$ cat src/design/gct_pkg.sv
// Purpose: Constants and carrier types for the gated count timer
// Assumes: AXI4-Lite slave, 32-bit data, one register per aligned word
// Notes: Control, gate and mode registers sit at offsets chosen locally
package gct_pkg;
	localparam logic [11:0] OFF_CTRL = 12'h000;
	localparam logic [11:0] OFF_GATE = 12'h004;
	localparam logic [11:0] OFF_LOW = 12'h008;
	localparam logic [11:0] OFF_HIGH = 12'h00c;
	localparam logic [11:0] OFF_MODE = 12'h010;
	localparam logic [11:0] OFF_FLAG = 12'h014;
	localparam logic [11:0] IDX_ASSIGN = 12'hf52;
	localparam logic [13:0] ADDR_ASSIGN = 14'h3d48;
	localparam int CTRL_ON = 0;
	localparam int CTRL_WIDE = 1;
	localparam int CTRL_NOSYNC = 2;
	localparam int CTRL_XTAL = 3;
	localparam int CTRL_PS_LO = 4;
	localparam int CTRL_CS_LO = 6;
	localparam int GATE_EN = 7;
	localparam int ASSIGN_RUN = 4;
	localparam int MODE_SCS_LO = 0;
	localparam int MODE_IDLE = 2;
	localparam int MODE_DRIVE = 3;
	localparam int MODE_SLEEP = 4;
	localparam logic [7:0] CTRL_RESET = 8'h00;
	localparam logic [7:0] GATE_RESET = 8'h00;
	localparam logic [7:0] ASSIGN_MASK = 8'h03;
	localparam logic [1:0] CS_INSTR = 2'h0;
	localparam logic [1:0] CS_SYS = 2'h1;
	localparam logic [1:0] CS_EXT = 2'h2;
	localparam logic [1:0] SCS_SECONDARY = 2'h1;
	localparam logic [1:0] AXI_OKAY = 2'h0;
	localparam logic [1:0] AXI_SLVERR = 2'h2;
	localparam logic [1:0] INSTR_DIV_M1 = 2'h3;
	typedef struct packed {
		logic unit1_this_counter;
		logic unit2_this_counter;
	} assign_route_t;
	typedef enum logic [2:0] {
		PM_RUN = 3'b001,
		PM_SECONDARY_RUN_MODE = 3'b010,
		PM_SECONDARY_IDLE_MODE = 3'b100
	} pm_state_t;
endpackage

$ cat src/design/gated_count_timer_core.sv
// What this block does
// - Oscillator-clock flag reads 1 while system clock comes from crystal or count pin.
// - Assignment field routes this counter to capture units: 00 both, 01 unit one, 10 none.
// - Unused assignment bits ignore writes and read zero.
// - Sixteen-bit incrementing count reached through high and low byte registers.
// - Internal clock makes a timer advancing per instruction or system clock cycle, prescaled.
// - External source advances on each rising edge of the count input.
// - External source counted synchronized or unsynchronized per sync control bit.
// - Counting needs both count-on and gate enable bits.
// - While counting is enabled, crystal pins are inputs, direction ignored, port reads zero.
// - Clock select: 01 system, 00 instruction, 10 pin or crystal per enable.
// - Instruction clock rate is oscillator rate divided by four, then by prescaler.
// - Counter mode waits for a falling edge after enable, byte write or re-enable.
// - Wide mode: high address is a buffer loaded on each low byte read.
// - Wide mode: low byte write also loads high byte from buffer.
// - Wide mode: live high byte not directly accessible.
// - Wide mode: high byte buffer writes keep prescaler; low writes clear it.
// - Crystal oscillator starts with its enable and runs in all power modes.
// - Drive level bit: 1 higher drive, 0 minimum power.
// - System clock select 01 enters secondary run mode from crystal.
// - Sleep in secondary run with idle bit clear enters secondary idle.
// - Count rolls FFFF to 0000 and latches overflow flag, gated by enable.
// - Prescale field divides by 1, 2, 4 or 8.
// - Sync bit ignored with internal clock selected.
// Purpose: Gated 16-bit timer/counter with AXI4-Lite registers
// Assumes: ext_count_i and crystal_clk_i are synchronous samples of the clock
// Notes: Async counting is modelled as unfiltered edge use, no second domain
//
// Added by the designer: register access over AXI4-Lite.
`timescale 1ns/1ns
`default_nettype none
module gated_count_timer_core (
	// Clock and reset
	input wire logic clock_i,
	input wire logic srst_i,
	// AXI4-Lite write
	input wire logic [13:0] s_awaddr_i,
	input wire logic s_awvalid_i,
	output logic s_awready_o,
	input wire logic [31:0] s_wdata_i,
	input wire logic [3:0] s_wstrb_i,
	input wire logic s_wvalid_i,
	output logic s_wready_o,
	output logic [1:0] s_bresp_o,
	output logic s_bvalid_o,
	input wire logic s_bready_i,
	// AXI4-Lite read
	input wire logic [13:0] s_araddr_i,
	input wire logic s_arvalid_i,
	output logic s_arready_o,
	output logic [31:0] s_rdata_o,
	output logic [1:0] s_rresp_o,
	output logic s_rvalid_o,
	input wire logic s_rready_i,
	// Count sources and pins
	input wire logic ext_count_i,
	input wire logic crystal_clk_i,
	input wire logic [1:0] port_pin_i,
	input wire logic [1:0] port_c_direction_i,
	input wire logic sleep_i,
	// Status outputs
	output logic [1:0] port_read_o,
	output logic [1:0] pin_oe_n_o,
	output logic crystal_run_o,
	output logic osc_drive_level_o,
	output logic overflow_irq_o,
	output logic [2:0] power_mode_o,
	output logic [1:0] route_unit_o,
	output logic [15:0] count_o
);
	logic [7:0] ctrl_q;
	logic [7:0] gate_q;
	logic [1:0] assign_q;
	logic [4:0] mode_q;
	logic [15:0] cnt_q;
	logic [7:0] hbuf_q;
	logic [2:0] ps_q;
	logic [1:0] div_q;
	logic ext_q, ext_sync_q, armed_q, ovf_q, ovf_en_q;
	gct_pkg::pm_state_t pm_q;
	logic [13:0] awaddr_q, araddr_q;
	logic aw_have_q, w_have_q;
	logic [31:0] wdata_q;
	logic [3:0] wstrb_q;
	logic [1:0] cs;
	logic src_in;
	logic enabled, ext_sel, edge_rise, edge_fall, tick, pre_tick, inc;
	logic wr_go, wr_low, wr_high, rd_low, rd_go, ok_w, ok_r;
	logic [11:0] wa, ra;
	logic [7:0] wb;
	logic [2:0] ps_max;
	logic [7:0] rbyte;

	assign cs = ctrl_q[gct_pkg::CTRL_CS_LO +: 2];
	assign enabled = ctrl_q[gct_pkg::CTRL_ON] & gate_q[gct_pkg::GATE_EN];
	assign ext_sel = cs[1];
	// Crystal enable picks the crystal line over the count pin
	assign src_in = ctrl_q[gct_pkg::CTRL_XTAL] ? crystal_clk_i : ext_count_i;
	// Sync bit only matters for the external path
	// Synced edge is one stage late so it lasts a single cycle
	assign edge_rise = ext_sel & (ctrl_q[gct_pkg::CTRL_NOSYNC] ?
		(src_in & ~ext_q) : (ext_q & ~ext_sync_q));
	assign edge_fall = ctrl_q[gct_pkg::CTRL_NOSYNC] ? (~src_in & ext_q) :
		(~ext_q & ext_sync_q);
	always_comb begin
		unique case (cs)
			gct_pkg::CS_SYS: tick = 1'b1;
			gct_pkg::CS_INSTR: tick = (div_q == gct_pkg::INSTR_DIV_M1);
			default: tick = edge_rise & armed_q;
		endcase
	end
	assign ps_max = 3'((4'h1 << ctrl_q[gct_pkg::CTRL_PS_LO +: 2]) - 4'h1);
	assign pre_tick = enabled & tick;
	// Leftover count above a smaller ratio ends the period at once
	assign inc = pre_tick & (ps_q >= ps_max);

	// Bus decode
	assign wa = awaddr_q[13:2] == gct_pkg::ADDR_ASSIGN[13:2] ? gct_pkg::IDX_ASSIGN :
		{awaddr_q[11:2], 2'h0};
	assign ra = araddr_q[13:2] == gct_pkg::ADDR_ASSIGN[13:2] ? gct_pkg::IDX_ASSIGN :
		{araddr_q[11:2], 2'h0};
	assign wr_go = aw_have_q & w_have_q & ~s_bvalid_o;
	assign wb = wstrb_q[0] ? wdata_q[7:0] : 8'h00;
	assign wr_low = wr_go & wstrb_q[0] & (wa == gct_pkg::OFF_LOW);
	assign wr_high = wr_go & wstrb_q[0] & (wa == gct_pkg::OFF_HIGH);
	assign rd_go = s_arready_o == 1'b0 && s_rvalid_o == 1'b0 && araddr_q != 14'h3fff;
	assign rd_low = rd_go & (ra == gct_pkg::OFF_LOW);
	assign ok_w = wa == gct_pkg::OFF_CTRL || wa == gct_pkg::OFF_GATE || wa == gct_pkg::OFF_LOW
		|| wa == gct_pkg::OFF_HIGH || wa == gct_pkg::IDX_ASSIGN || wa == gct_pkg::OFF_MODE
		|| wa == gct_pkg::OFF_FLAG;
	assign ok_r = ra == gct_pkg::OFF_CTRL || ra == gct_pkg::OFF_GATE || ra == gct_pkg::OFF_LOW
		|| ra == gct_pkg::OFF_HIGH || ra == gct_pkg::IDX_ASSIGN || ra == gct_pkg::OFF_MODE
		|| ra == gct_pkg::OFF_FLAG;

	always_comb begin
		rbyte = 8'h00;
		unique case (ra)
			gct_pkg::OFF_CTRL: rbyte = ctrl_q;
			gct_pkg::OFF_GATE: rbyte = gate_q;
			gct_pkg::OFF_LOW: rbyte = cnt_q[7:0];
			// Wide mode exposes only the buffer
			gct_pkg::OFF_HIGH: rbyte = ctrl_q[gct_pkg::CTRL_WIDE] ? hbuf_q : cnt_q[15:8];
			// Flag bit 4, field bits 1:0, rest zero
			gct_pkg::IDX_ASSIGN: rbyte = {3'h0, pm_q != gct_pkg::PM_RUN, 2'h0, assign_q};
			gct_pkg::OFF_MODE: rbyte = {3'h0, mode_q};
			gct_pkg::OFF_FLAG: rbyte = {6'h0, ovf_en_q, ovf_q};
			default: rbyte = 8'h00;
		endcase
	end

	// AXI write channel
	always_ff @(posedge clock_i) begin
		if (srst_i) begin
			aw_have_q <= 1'b0;
			w_have_q <= 1'b0;
			awaddr_q <= 14'h0000;
			wdata_q <= 32'h00000000;
			wstrb_q <= 4'h0;
			s_bvalid_o <= 1'b0;
			s_bresp_o <= gct_pkg::AXI_OKAY;
		end else begin
			if (s_awvalid_i && s_awready_o) begin
				aw_have_q <= 1'b1;
				awaddr_q <= s_awaddr_i;
			end
			if (s_wvalid_i && s_wready_o) begin
				w_have_q <= 1'b1;
				wdata_q <= s_wdata_i;
				wstrb_q <= s_wstrb_i;
			end
			if (wr_go) begin
				aw_have_q <= 1'b0;
				w_have_q <= 1'b0;
				s_bvalid_o <= 1'b1;
				s_bresp_o <= ok_w ? gct_pkg::AXI_OKAY : gct_pkg::AXI_SLVERR;
			end else if (s_bready_i) begin
				s_bvalid_o <= 1'b0;
			end
		end
	end
	assign s_awready_o = ~aw_have_q & ~s_bvalid_o;
	assign s_wready_o = ~w_have_q & ~s_bvalid_o;

	// AXI read channel, araddr all-ones marks idle
	always_ff @(posedge clock_i) begin
		if (srst_i) begin
			araddr_q <= 14'h3fff;
			s_arready_o <= 1'b1;
			s_rvalid_o <= 1'b0;
			s_rdata_o <= 32'h00000000;
			s_rresp_o <= gct_pkg::AXI_OKAY;
		end else begin
			if (s_arvalid_i && s_arready_o) begin
				araddr_q <= s_araddr_i;
				s_arready_o <= 1'b0;
			end
			if (rd_go) begin
				s_rvalid_o <= 1'b1;
				s_rdata_o <= {24'h000000, rbyte};
				s_rresp_o <= ok_r ? gct_pkg::AXI_OKAY : gct_pkg::AXI_SLVERR;
			end else if (s_rvalid_o && s_rready_i) begin
				s_rvalid_o <= 1'b0;
				s_arready_o <= 1'b1;
				araddr_q <= 14'h3fff;
			end
		end
	end

	// Control registers
	always_ff @(posedge clock_i) begin
		if (srst_i) begin
			ctrl_q <= gct_pkg::CTRL_RESET;
			gate_q <= gct_pkg::GATE_RESET;
			assign_q <= 2'h0;
			mode_q <= 5'h00;
		end else if (wr_go && wstrb_q[0]) begin
			if (wa == gct_pkg::OFF_CTRL)
				ctrl_q <= wb;
			if (wa == gct_pkg::OFF_GATE)
				gate_q <= wb;
			if (wa == gct_pkg::IDX_ASSIGN)
				assign_q <= wb[1:0] & gct_pkg::ASSIGN_MASK[1:0];
			if (wa == gct_pkg::OFF_MODE)
				mode_q <= wb[4:0];
		end
	end

	// Edge history and instruction divider
	always_ff @(posedge clock_i) begin
		if (srst_i) begin
			ext_q <= 1'b0;
			ext_sync_q <= 1'b0;
			div_q <= 2'h0;
		end else begin
			ext_q <= src_in;
			ext_sync_q <= ext_q;
			div_q <= div_q + 2'h1;
		end
	end

	// First rising edge needs a falling edge first
	always_ff @(posedge clock_i) begin
		if (srst_i)
			armed_q <= 1'b0;
		else if (wr_low || wr_high || !enabled)
			armed_q <= 1'b0;
		else if (edge_fall)
			armed_q <= 1'b1;
	end

	// Prescaler, cleared by low byte writes and by high byte writes outside wide mode
	always_ff @(posedge clock_i) begin
		if (srst_i)
			ps_q <= 3'h0;
		else if (wr_low || (wr_high && !ctrl_q[gct_pkg::CTRL_WIDE]))
			ps_q <= 3'h0;
		else if (pre_tick)
			ps_q <= (ps_q >= ps_max) ? 3'h0 : ps_q + 3'h1;
	end

	// Count, write wins over increment; holds while off
	always_ff @(posedge clock_i) begin
		if (srst_i) begin
			cnt_q <= 16'h0000;
			hbuf_q <= 8'h00;
		end else begin
			if (rd_low && ctrl_q[gct_pkg::CTRL_WIDE])
				hbuf_q <= cnt_q[15:8];
			if (wr_low) begin
				cnt_q[7:0] <= wb;
				if (ctrl_q[gct_pkg::CTRL_WIDE])
					cnt_q[15:8] <= hbuf_q;
			end else if (wr_high) begin
				if (ctrl_q[gct_pkg::CTRL_WIDE])
					hbuf_q <= wb;
				else
					cnt_q[15:8] <= wb;
			end else if (inc) begin
				cnt_q <= cnt_q + 16'h0001;
			end
		end
	end

	// Overflow flag, set wins over clear
	always_ff @(posedge clock_i) begin
		if (srst_i) begin
			ovf_q <= 1'b0;
			ovf_en_q <= 1'b0;
		end else begin
			if (wr_go && wstrb_q[0] && wa == gct_pkg::OFF_FLAG) begin
				ovf_q <= wb[0];
				ovf_en_q <= wb[1];
			end
			if (inc && !wr_low && !wr_high && cnt_q == 16'hffff)
				ovf_q <= 1'b1;
		end
	end

	// Power mode sequencing
	always_ff @(posedge clock_i) begin
		if (srst_i)
			pm_q <= gct_pkg::PM_RUN;
		else begin
			unique case (pm_q)
				gct_pkg::PM_RUN: if (mode_q[gct_pkg::MODE_SCS_LO +: 2] == gct_pkg::SCS_SECONDARY)
					pm_q <= gct_pkg::PM_SECONDARY_RUN_MODE;
				gct_pkg::PM_SECONDARY_RUN_MODE: begin
					if (mode_q[gct_pkg::MODE_SCS_LO +: 2] != gct_pkg::SCS_SECONDARY)
						pm_q <= gct_pkg::PM_RUN;
					else if ((sleep_i || mode_q[gct_pkg::MODE_SLEEP]) && !mode_q[gct_pkg::MODE_IDLE])
						pm_q <= gct_pkg::PM_SECONDARY_IDLE_MODE;
				end
				gct_pkg::PM_SECONDARY_IDLE_MODE: if (mode_q[gct_pkg::MODE_SCS_LO +: 2] != gct_pkg::SCS_SECONDARY)
					pm_q <= gct_pkg::PM_RUN;
				default: pm_q <= gct_pkg::PM_RUN;
			endcase
		end
	end

	// Registered outputs
	always_ff @(posedge clock_i) begin
		if (srst_i) begin
			port_read_o <= 2'h0;
			pin_oe_n_o <= 2'h3;
			crystal_run_o <= 1'b0;
			osc_drive_level_o <= 1'b0;
			overflow_irq_o <= 1'b0;
			power_mode_o <= 3'h1;
			route_unit_o <= 2'h3;
			count_o <= 16'h0000;
		end else begin
			port_read_o <= enabled ? 2'h0 : port_pin_i;
			pin_oe_n_o <= enabled ? 2'h3 : port_c_direction_i;
			// Runs regardless of power mode
			crystal_run_o <= ctrl_q[gct_pkg::CTRL_XTAL];
			osc_drive_level_o <= mode_q[gct_pkg::MODE_DRIVE];
			overflow_irq_o <= ovf_q & ovf_en_q;
			power_mode_o <= pm_q;
			// Unit one in the upper bit, as assign_route_t orders it
			route_unit_o <= {assign_q != 2'h2, assign_q == 2'h0};
			count_o <= cnt_q;
		end
	end

	a_flag_wait: assert property (@(posedge clock_i) disable iff (srst_i)
		(wr_low && enabled && ext_sel) |=> !armed_q)
		else $error("count armed right after low write");
	a_ovf_latch: assert property (@(posedge clock_i) disable iff (srst_i)
		(inc && !wr_low && !wr_high && cnt_q == 16'hffff) |=> (ovf_q && cnt_q == 16'h0000))
		else $error("overflow not latched on rollover");
	a_hold_off: assert property (@(posedge clock_i) disable iff (srst_i)
		(!enabled && !wr_low && !wr_high) |=> cnt_q == $past(cnt_q))
		else $error("count moved while disabled");
	a_wide_load: assert property (@(posedge clock_i) disable iff (srst_i)
		(wr_low && ctrl_q[gct_pkg::CTRL_WIDE]) |=> cnt_q[15:8] == $past(hbuf_q))
		else $error("high byte not loaded from buffer");
	a_buf_read: assert property (@(posedge clock_i) disable iff (srst_i)
		(rd_low && ctrl_q[gct_pkg::CTRL_WIDE]) |=> hbuf_q == $past(cnt_q[15:8]))
		else $error("buffer not loaded on low read");
	a_ps_keep: assert property (@(posedge clock_i) disable iff (srst_i)
		(wr_high && ctrl_q[gct_pkg::CTRL_WIDE] && !pre_tick) |=> ps_q == $past(ps_q))
		else $error("prescaler changed by buffer write");
	a_pins_in: assert property (@(posedge clock_i) disable iff (srst_i)
		enabled |=> (pin_oe_n_o == 2'h3 && port_read_o == 2'h0))
		else $error("pins not forced to input");
	a_need_both: assert property (@(posedge clock_i) disable iff (srst_i)
		inc |-> (ctrl_q[gct_pkg::CTRL_ON] && gate_q[gct_pkg::GATE_EN]))
		else $error("count without both enables");
	a_sys_rate: assert property (@(posedge clock_i) disable iff (srst_i)
		(enabled && cs == gct_pkg::CS_SYS && ctrl_q[5:4] == 2'h0 && !wr_go) |-> inc)
		else $error("system clock did not advance count");
	a_instr_rate: assert property (@(posedge clock_i) disable iff (srst_i)
		(cs == gct_pkg::CS_INSTR && inc) |-> div_q == 2'h3)
		else $error("instruction tick off cycle");
	a_secondary_run_mode: assert property (@(posedge clock_i) disable iff (srst_i)
		(pm_q == gct_pkg::PM_RUN && mode_q[1:0] == gct_pkg::SCS_SECONDARY) |=> pm_q == gct_pkg::PM_SECONDARY_RUN_MODE)
		else $error("secondary run not entered");
endmodule
`default_nettype wire

$ cat config.mk
export PLATFORM = sky130hd
export DESIGN_NAME = gated_count_timer_core
export DESIGN_NICKNAME = d
export VERILOG_FILES = /design/src/design/gct_pkg.sv /design/src/design/gated_count_timer_core.sv
export SDC_FILE = /design/constraint.sdc
export NUM_CORES = 1
export LEC_CHECK = 0
export ABC_AREA = 0
export BUFFER_PORTS_ARGS = -buffer_cell sky130_fd_sc_hd__buf_2
export CAP_MARGIN = 20
export CORE_UTILIZATION = 50
export DETAILED_ROUTE_END_ITERATION = 8
export PLACE_DENSITY = 0.84
export SKIP_LAST_GASP = 1
export SLEW_MARGIN = 20
export SYNTH_ARGS = -nofsm -noshare
export SYNTH_HDL_FRONTEND = slang
export SYNTH_SLANG_ARGS = --single-unit
$ cat constraint.sdc
create_clock -name clock_i -period 5.8 [get_ports clock_i]
set_input_delay 1.74 -clock clock_i [delete_from_list [all_inputs] [get_ports clock_i]]
set_output_delay 1.74 -clock clock_i [all_outputs]
set_load 0.01 [all_outputs]
# After elaboration in Yosys (flattened, before gate mapping)
# Index checks and enable logic that the tools add are counted.
[op_classes]
n_addsub = 4
shifts = 1
eq_ne = 30
multipliers = 0
muxes = 38
n_div = 0
reduce_logical = 55
order_cmp = 1
bitwise_logic = 26
[ops]
columns = ["cell", "n"]
rows = [
  ["$mux W8", 9],
  ["$pmux W8 S7", 1],
  ["$eq A12 B12 Y1 const B", 4],
  ["$eq A12 B4 Y1 const B", 4],
  ["$eq A12 B5 Y1 const B", 4],
  ["$mux W14", 3],
  ["$mux W16", 2],
  ["$eq A12 B3 Y1 const B", 2],
  ["$logic_not A12 Y1", 2],
  ["$mux W12", 2],
  ["$and A1 B1 Y1", 18],
  ["$add A16 B1 Y16 const B", 1],
  ["$eq A16 B16 Y1 const B", 1],
  ["$logic_or A1 B1 Y1", 16],
  ["$mux W3", 5],
  ["$logic_and A1 B1 Y1", 14],
  ["$ne A14 B14 Y1 const B", 1],
  ["$mux W1", 12],
  ["$reduce_and A2 Y1", 6],
  ["$pmux W3 S3", 1],
  ["$ne A2 B2 Y1 const B", 4],
  ["$not A1 Y1", 8],
  ["$reduce_bool A2 Y1", 4],
  ["$reduce_or A2 Y1", 4],
  ["19 further kinds", 27],
]
[totals]
reg_bits = 142
ramBits = 0
mem_bits_ro = 0
output_inout_bits = 69
latch_bits = 0
inputBits = 78
word_cells = 190
memories = 0

# Depth between registers and ports, before layout
[depth]
depth_word = 12
ltp_mapped = 9
ltp_nobuf = 8

# Worst setup path before layout
# Ideal clock, no wire load.
[synth_path]
path_type = "input to register"
start = "input crystal_clk_i"
end = "register cnt_q[12]"
setup_time_ps = 74
cell_stages = 7
path_buffers = 1
required_time_ps = 5726
path_slack_ps = 2382
t_arrival_ps = 3344
cell_sequence = "mux2i_1 > o311ai_1 > and3_1 > buf_2 > nand2_1 > or4_1 > a31oi_1"
[synth_via]
elab_chain_len = 10
[synth_lines]
columns = ["element", "line_no", "text"]
rows = [
  ["start, declared", "gated_count_timer_core.sv:57", "input wire logic crystal_clk_i,"],
  ["$mux W1", "gated_count_timer_core.sv:98", "assign src_in = ctrl_q[gct_pkg::CTRL_XTAL] ? crystal_clk_i : ext_count_i;"],
  ["$and A1 B1 Y1", "gated_count_timer_core.sv:102", "(src_in & ~ext_q) : (ext_q & ~ext_sync_q));"],
  ["$mux W1", "gated_count_timer_core.sv:101", "assign edge_rise = ext_sel & (ctrl_q[gct_pkg::CTRL_NOSYNC] ?"],
  ["$and A1 B1 Y1", "gated_count_timer_core.sv:101", ""],
  ["$and A1 B1 Y1", "gated_count_timer_core.sv:109", "default: tick = edge_rise & armed_q;"],
  ["$pmux W1 S2", "gated_count_timer_core.sv:106", "unique case (cs)"],
  ["$and A1 B1 Y1", "gated_count_timer_core.sv:113", "assign pre_tick = enabled & tick;"],
  ["$and A1 B1 Y1", "gated_count_timer_core.sv:115", "assign inc = pre_tick & (ps_q >= ps_max);"],
  ["$reduce_bool A3 Y1 (no line)", "-", ""],
  ["$reduce_and A2 Y1 (no line)", "-", ""],
  ["end signal, assigned", "gated_count_timer_core.sv:272", "cnt_q[15:8] <= hbuf_q;"],
  ["end signal, assigned", "gated_count_timer_core.sv:277", "cnt_q[15:8] <= wb;"],
  ["end signal, assigned", "gated_count_timer_core.sv:279", "cnt_q <= cnt_q + 16'h0001;"],
  ["end, declared", "gated_count_timer_core.sv:75", "logic [15:0] cnt_q;"],
]
# No other way between the ends.
# A chain may end at the register's enable or synchronous reset.

# Worst setup path after layout
[layout_path]
start = "input crystal_clk_i"
end = "register cnt_q[10]"
# Same word-level chain as after synthesis.

==> impl_metrics.tcl <==
set metrics [dict create \
    status "completed" \
    p_switching_mw 0.526 \
    synth_cell_types 60 \
    synth_most_common_cell "dfxtp_1" \
    p_sw_share_pct 23.2 \
    drt_iter0_drc 613 \
    tightest_slew_ps 1090 \
    post-route-period-util_pct 61.7 \
    start_kind "input port" \
    syn_area_um2 6150 \
    wl_mm 15.0 \
    power_density_nw_per_um2 317 \
    grt_max_degree 60 \
    cp-end-kind "flip-flop" \
    cts_resized 0 \
    fmax_ghz 0.279 \
    dp_hpwl_mm 9.89 \
    grt_overflow 0 \
    seq_area_frac_synth_pct 44.9 \
    cts_buffers 17 \
    dieArea_um2 12700 \
    gp_congestion 0.895 \
    pin_count 147 \
    rsz0062_at_grt "false" \
    portBuffers 91 \
    antenna_cells 0 \
    path_buf_inv 1 \
    synth_area_leaders "dfxtp_1, mux2i_1, nand2_1" \
    avgSynthCellArea_um2 8.63 \
    cp_max_fo 10 \
    grt_usage_pct 24.4 \
    synth_edf_count 0 \
    clkPwrFrac_pct 49.2 \
    wire_per_inst_um 15.9 \
    crit_type "input port to flip-flop" \
    vias 5369 \
    finalSetupTns_ps 0 \
    synth_seq_cells 138 \
    crit_required_ps 6140 \
    cts_max_level 4 \
    cts_tree "yes" \
    crit_family "simple AND/OR/NAND/NOR gates" \
    nets 866 \
    p_leak_nw 3.09 \
    cts_buffer_depth 2 \
    hold_viol_final 0 \
    fp.dieH_um 113 \
    combPwrFrac_pct 5.9 \
    dr.pass1.iters 5 \
    ant_nets 0 \
    p_seq_share_pct 44.9 \
    synthTopCellsByCount "dfxtp_1, nand2_1, nor2_1, mux2i_1, a21oi_1" \
    cpPeakStageDelay_ps 550 \
    root_buffer "clkbuf_16" \
    async_flop_share_pct 0 \
    row_count 40 \
    dieWidth_um 113 \
    internal_power_mw 1.74 \
    cts_setup_buffers 0 \
    drc_errors 0 \
    fin_util_pct 59.4 \
    arrival_ps 3920 \
    clk_latency_ps 420 \
    finalMaxSlewViolations 0 \
    antenna_found_initial 0 \
    ir_drop_v 0.000208 \
    initial_core_util_pct 51.2 \
    grt_first_pass_wirelength_mm 24.4 \
    layout_min_cycle_time_ps 3580 \
    yosysTopAreaCell "dfxtp_1" \
    synth_top_area_share_pct 44.9 \
    maxCapViolCount 0 \
    core_um2 12000 \
    crit_chain "buf_2 -> mux2i_1 -> o311ai_1 -> and3_1 -> nand2_1 -> or4_1 -> a31oi_1" \
    synthToLayoutAreaGrowth_pct 16.1 \
    grt_pass1_vias 4887 \
    drive_gt1_share_pct 16.8 \
    cts_sinks 138 \
    synthCells 713 \
    cp_slowest_cell "o311ai_1" \
    yosys_most_used_dff "dfxtp_1" \
    hold_path_class "flip-flop to flip-flop" \
    setup_viol 0 \
    path_clk_slew_ps 60 \
    postCtsHoldBufs 0 \
    yosysWarningCount 0 \
    finClkSkew_ps 6.95 \
    slew_headroom_pct 27.3 \
    avgViaCountPerCell 5.71 \
]
layer usage:
layer	GRT usage, %	wire length (um)	vias up
li1	-	-	2585
met1	32.1	6530	2496
met2	38.1	6910	245
met3	6.43	1140	43
met4	10.1	417	0
met5	0	0	-
power groups by stage:
stage	Combinational, mW	Clock [mW]	Sequential [mW]
final	0.133	1.11	1.02
after global routing	0.150	1.17	1.02
after CTS	0.134	1.12	1.02
after detailed placement	0.132	0	1.04
after global placement	0.129	0	1.03
after floorplan	0.114	0	1.02
kinds of logic (layout without fill, tap and decap cells):
group / Yosys count / count (layout) / share of synthesized area [%]
XOR/XNOR: 6 / 6 / 0.854
buffers and inverters: 78 / 134 / 6.75
other: 1 / 26 / 0.0610
AND/OR/NAND/NOR: 298 / 298 / 23.5
adder cells (fa/ha/maj): 6 / 6 / 1.22
AO/OA/AOI/OAI: 124 / 124 / 12.6
flip-flops: 138 / 138 / 44.9
multiplexers: 62 / 62 / 10.1
registers in the layout, indices dropped and copies added (netlist names), 3 cells and up:
register	flops
cnt_q	16
count_o	16
araddr_q	14
awaddr_q	12
ctrl_q	8
gate_q	8
hbuf_q	8
s_rdata_o	8
wdata_q	8
mode_q	5
pm_q	3
power_mode_o	3
ps_q	3
area by class of cell:
type | instances | area (um^2)
Inverter | 10 | 37.5
Clock inverter | 10 | 141
Clock buffer | 21 | 470
Sequential cell | 138 | 2760
Tap cell | 147 | 184
Multi-Input combinational cell | 522 | 3070
Timing Repair Buffer | 93 | 473
Fill cell | 1015 | 4870
cells in the final DEF, fill, tap and decap left out, types with 7 or more instances in the layout:
| master | n |
|---|---|
| dfxtp_1 | 138 |
| nand2_1 | 94 |
| buf_2 | 90 |
| nor2_1 | 73 |
| mux2i_1 | 60 |
| a21oi_1 | 43 |
| nand3_1 | 33 |
| conb_1 | 26 |
| nor2b_1 | 24 |
| a211oi_1 | 18 |
| clkbuf_16 | 17 |
| o21ai_0 | 15 |
| nor3_1 | 12 |
| inv_1 | 10 |
| or3_1 | 10 |
| o22ai_1 | 8 |
| o21ai_1 | 8 |
| nand4_1 | 7 |
worst register-to-register path, stage by stage, from the launching register on:
cell and delay (ps):
dfxtp_1 350, or2_2 290, ha_1 280, nor2b_1 40
o21ai_0 410, and3_1 390, nand2_1 310, or4_1 550
a31oi_1 180
path summary, 6_finish.rpt:
path / to / slack [ps] / startpoint / depth (start not counted)
min reg2reg: div_q[0]$_SDFF_PP0_ / 430 / div_q[0]$_SDFF_PP0_ / 1
max: cnt_q[10]$_SDFFE_PP0P_ / 2220 / crystal_clk_i / 7
max reg2reg: cnt_q[10]$_SDFFE_PP0P_ / 2930 / ctrl_q[5]$_SDFFE_PP0P_ / 8
min: div_q[0]$_SDFF_PP0_ / 430 / div_q[0]$_SDFF_PP0_ / 1
per-stage QoR:
stage	cells	hold slack [ps]	area, um^2	total power, mW	setup WS (ps)
floorplan	738	399	6240	1.13	2380
global placement	910	412	6530	1.16	1940
detailed placement	910	410	6530	1.17	1860
CTS	941	425	7140	2.27	2230
global route	941	436	7140	2.34	2060
finish	941	427	7140	2.27	2220
Power figures use the tool's default switching activity.
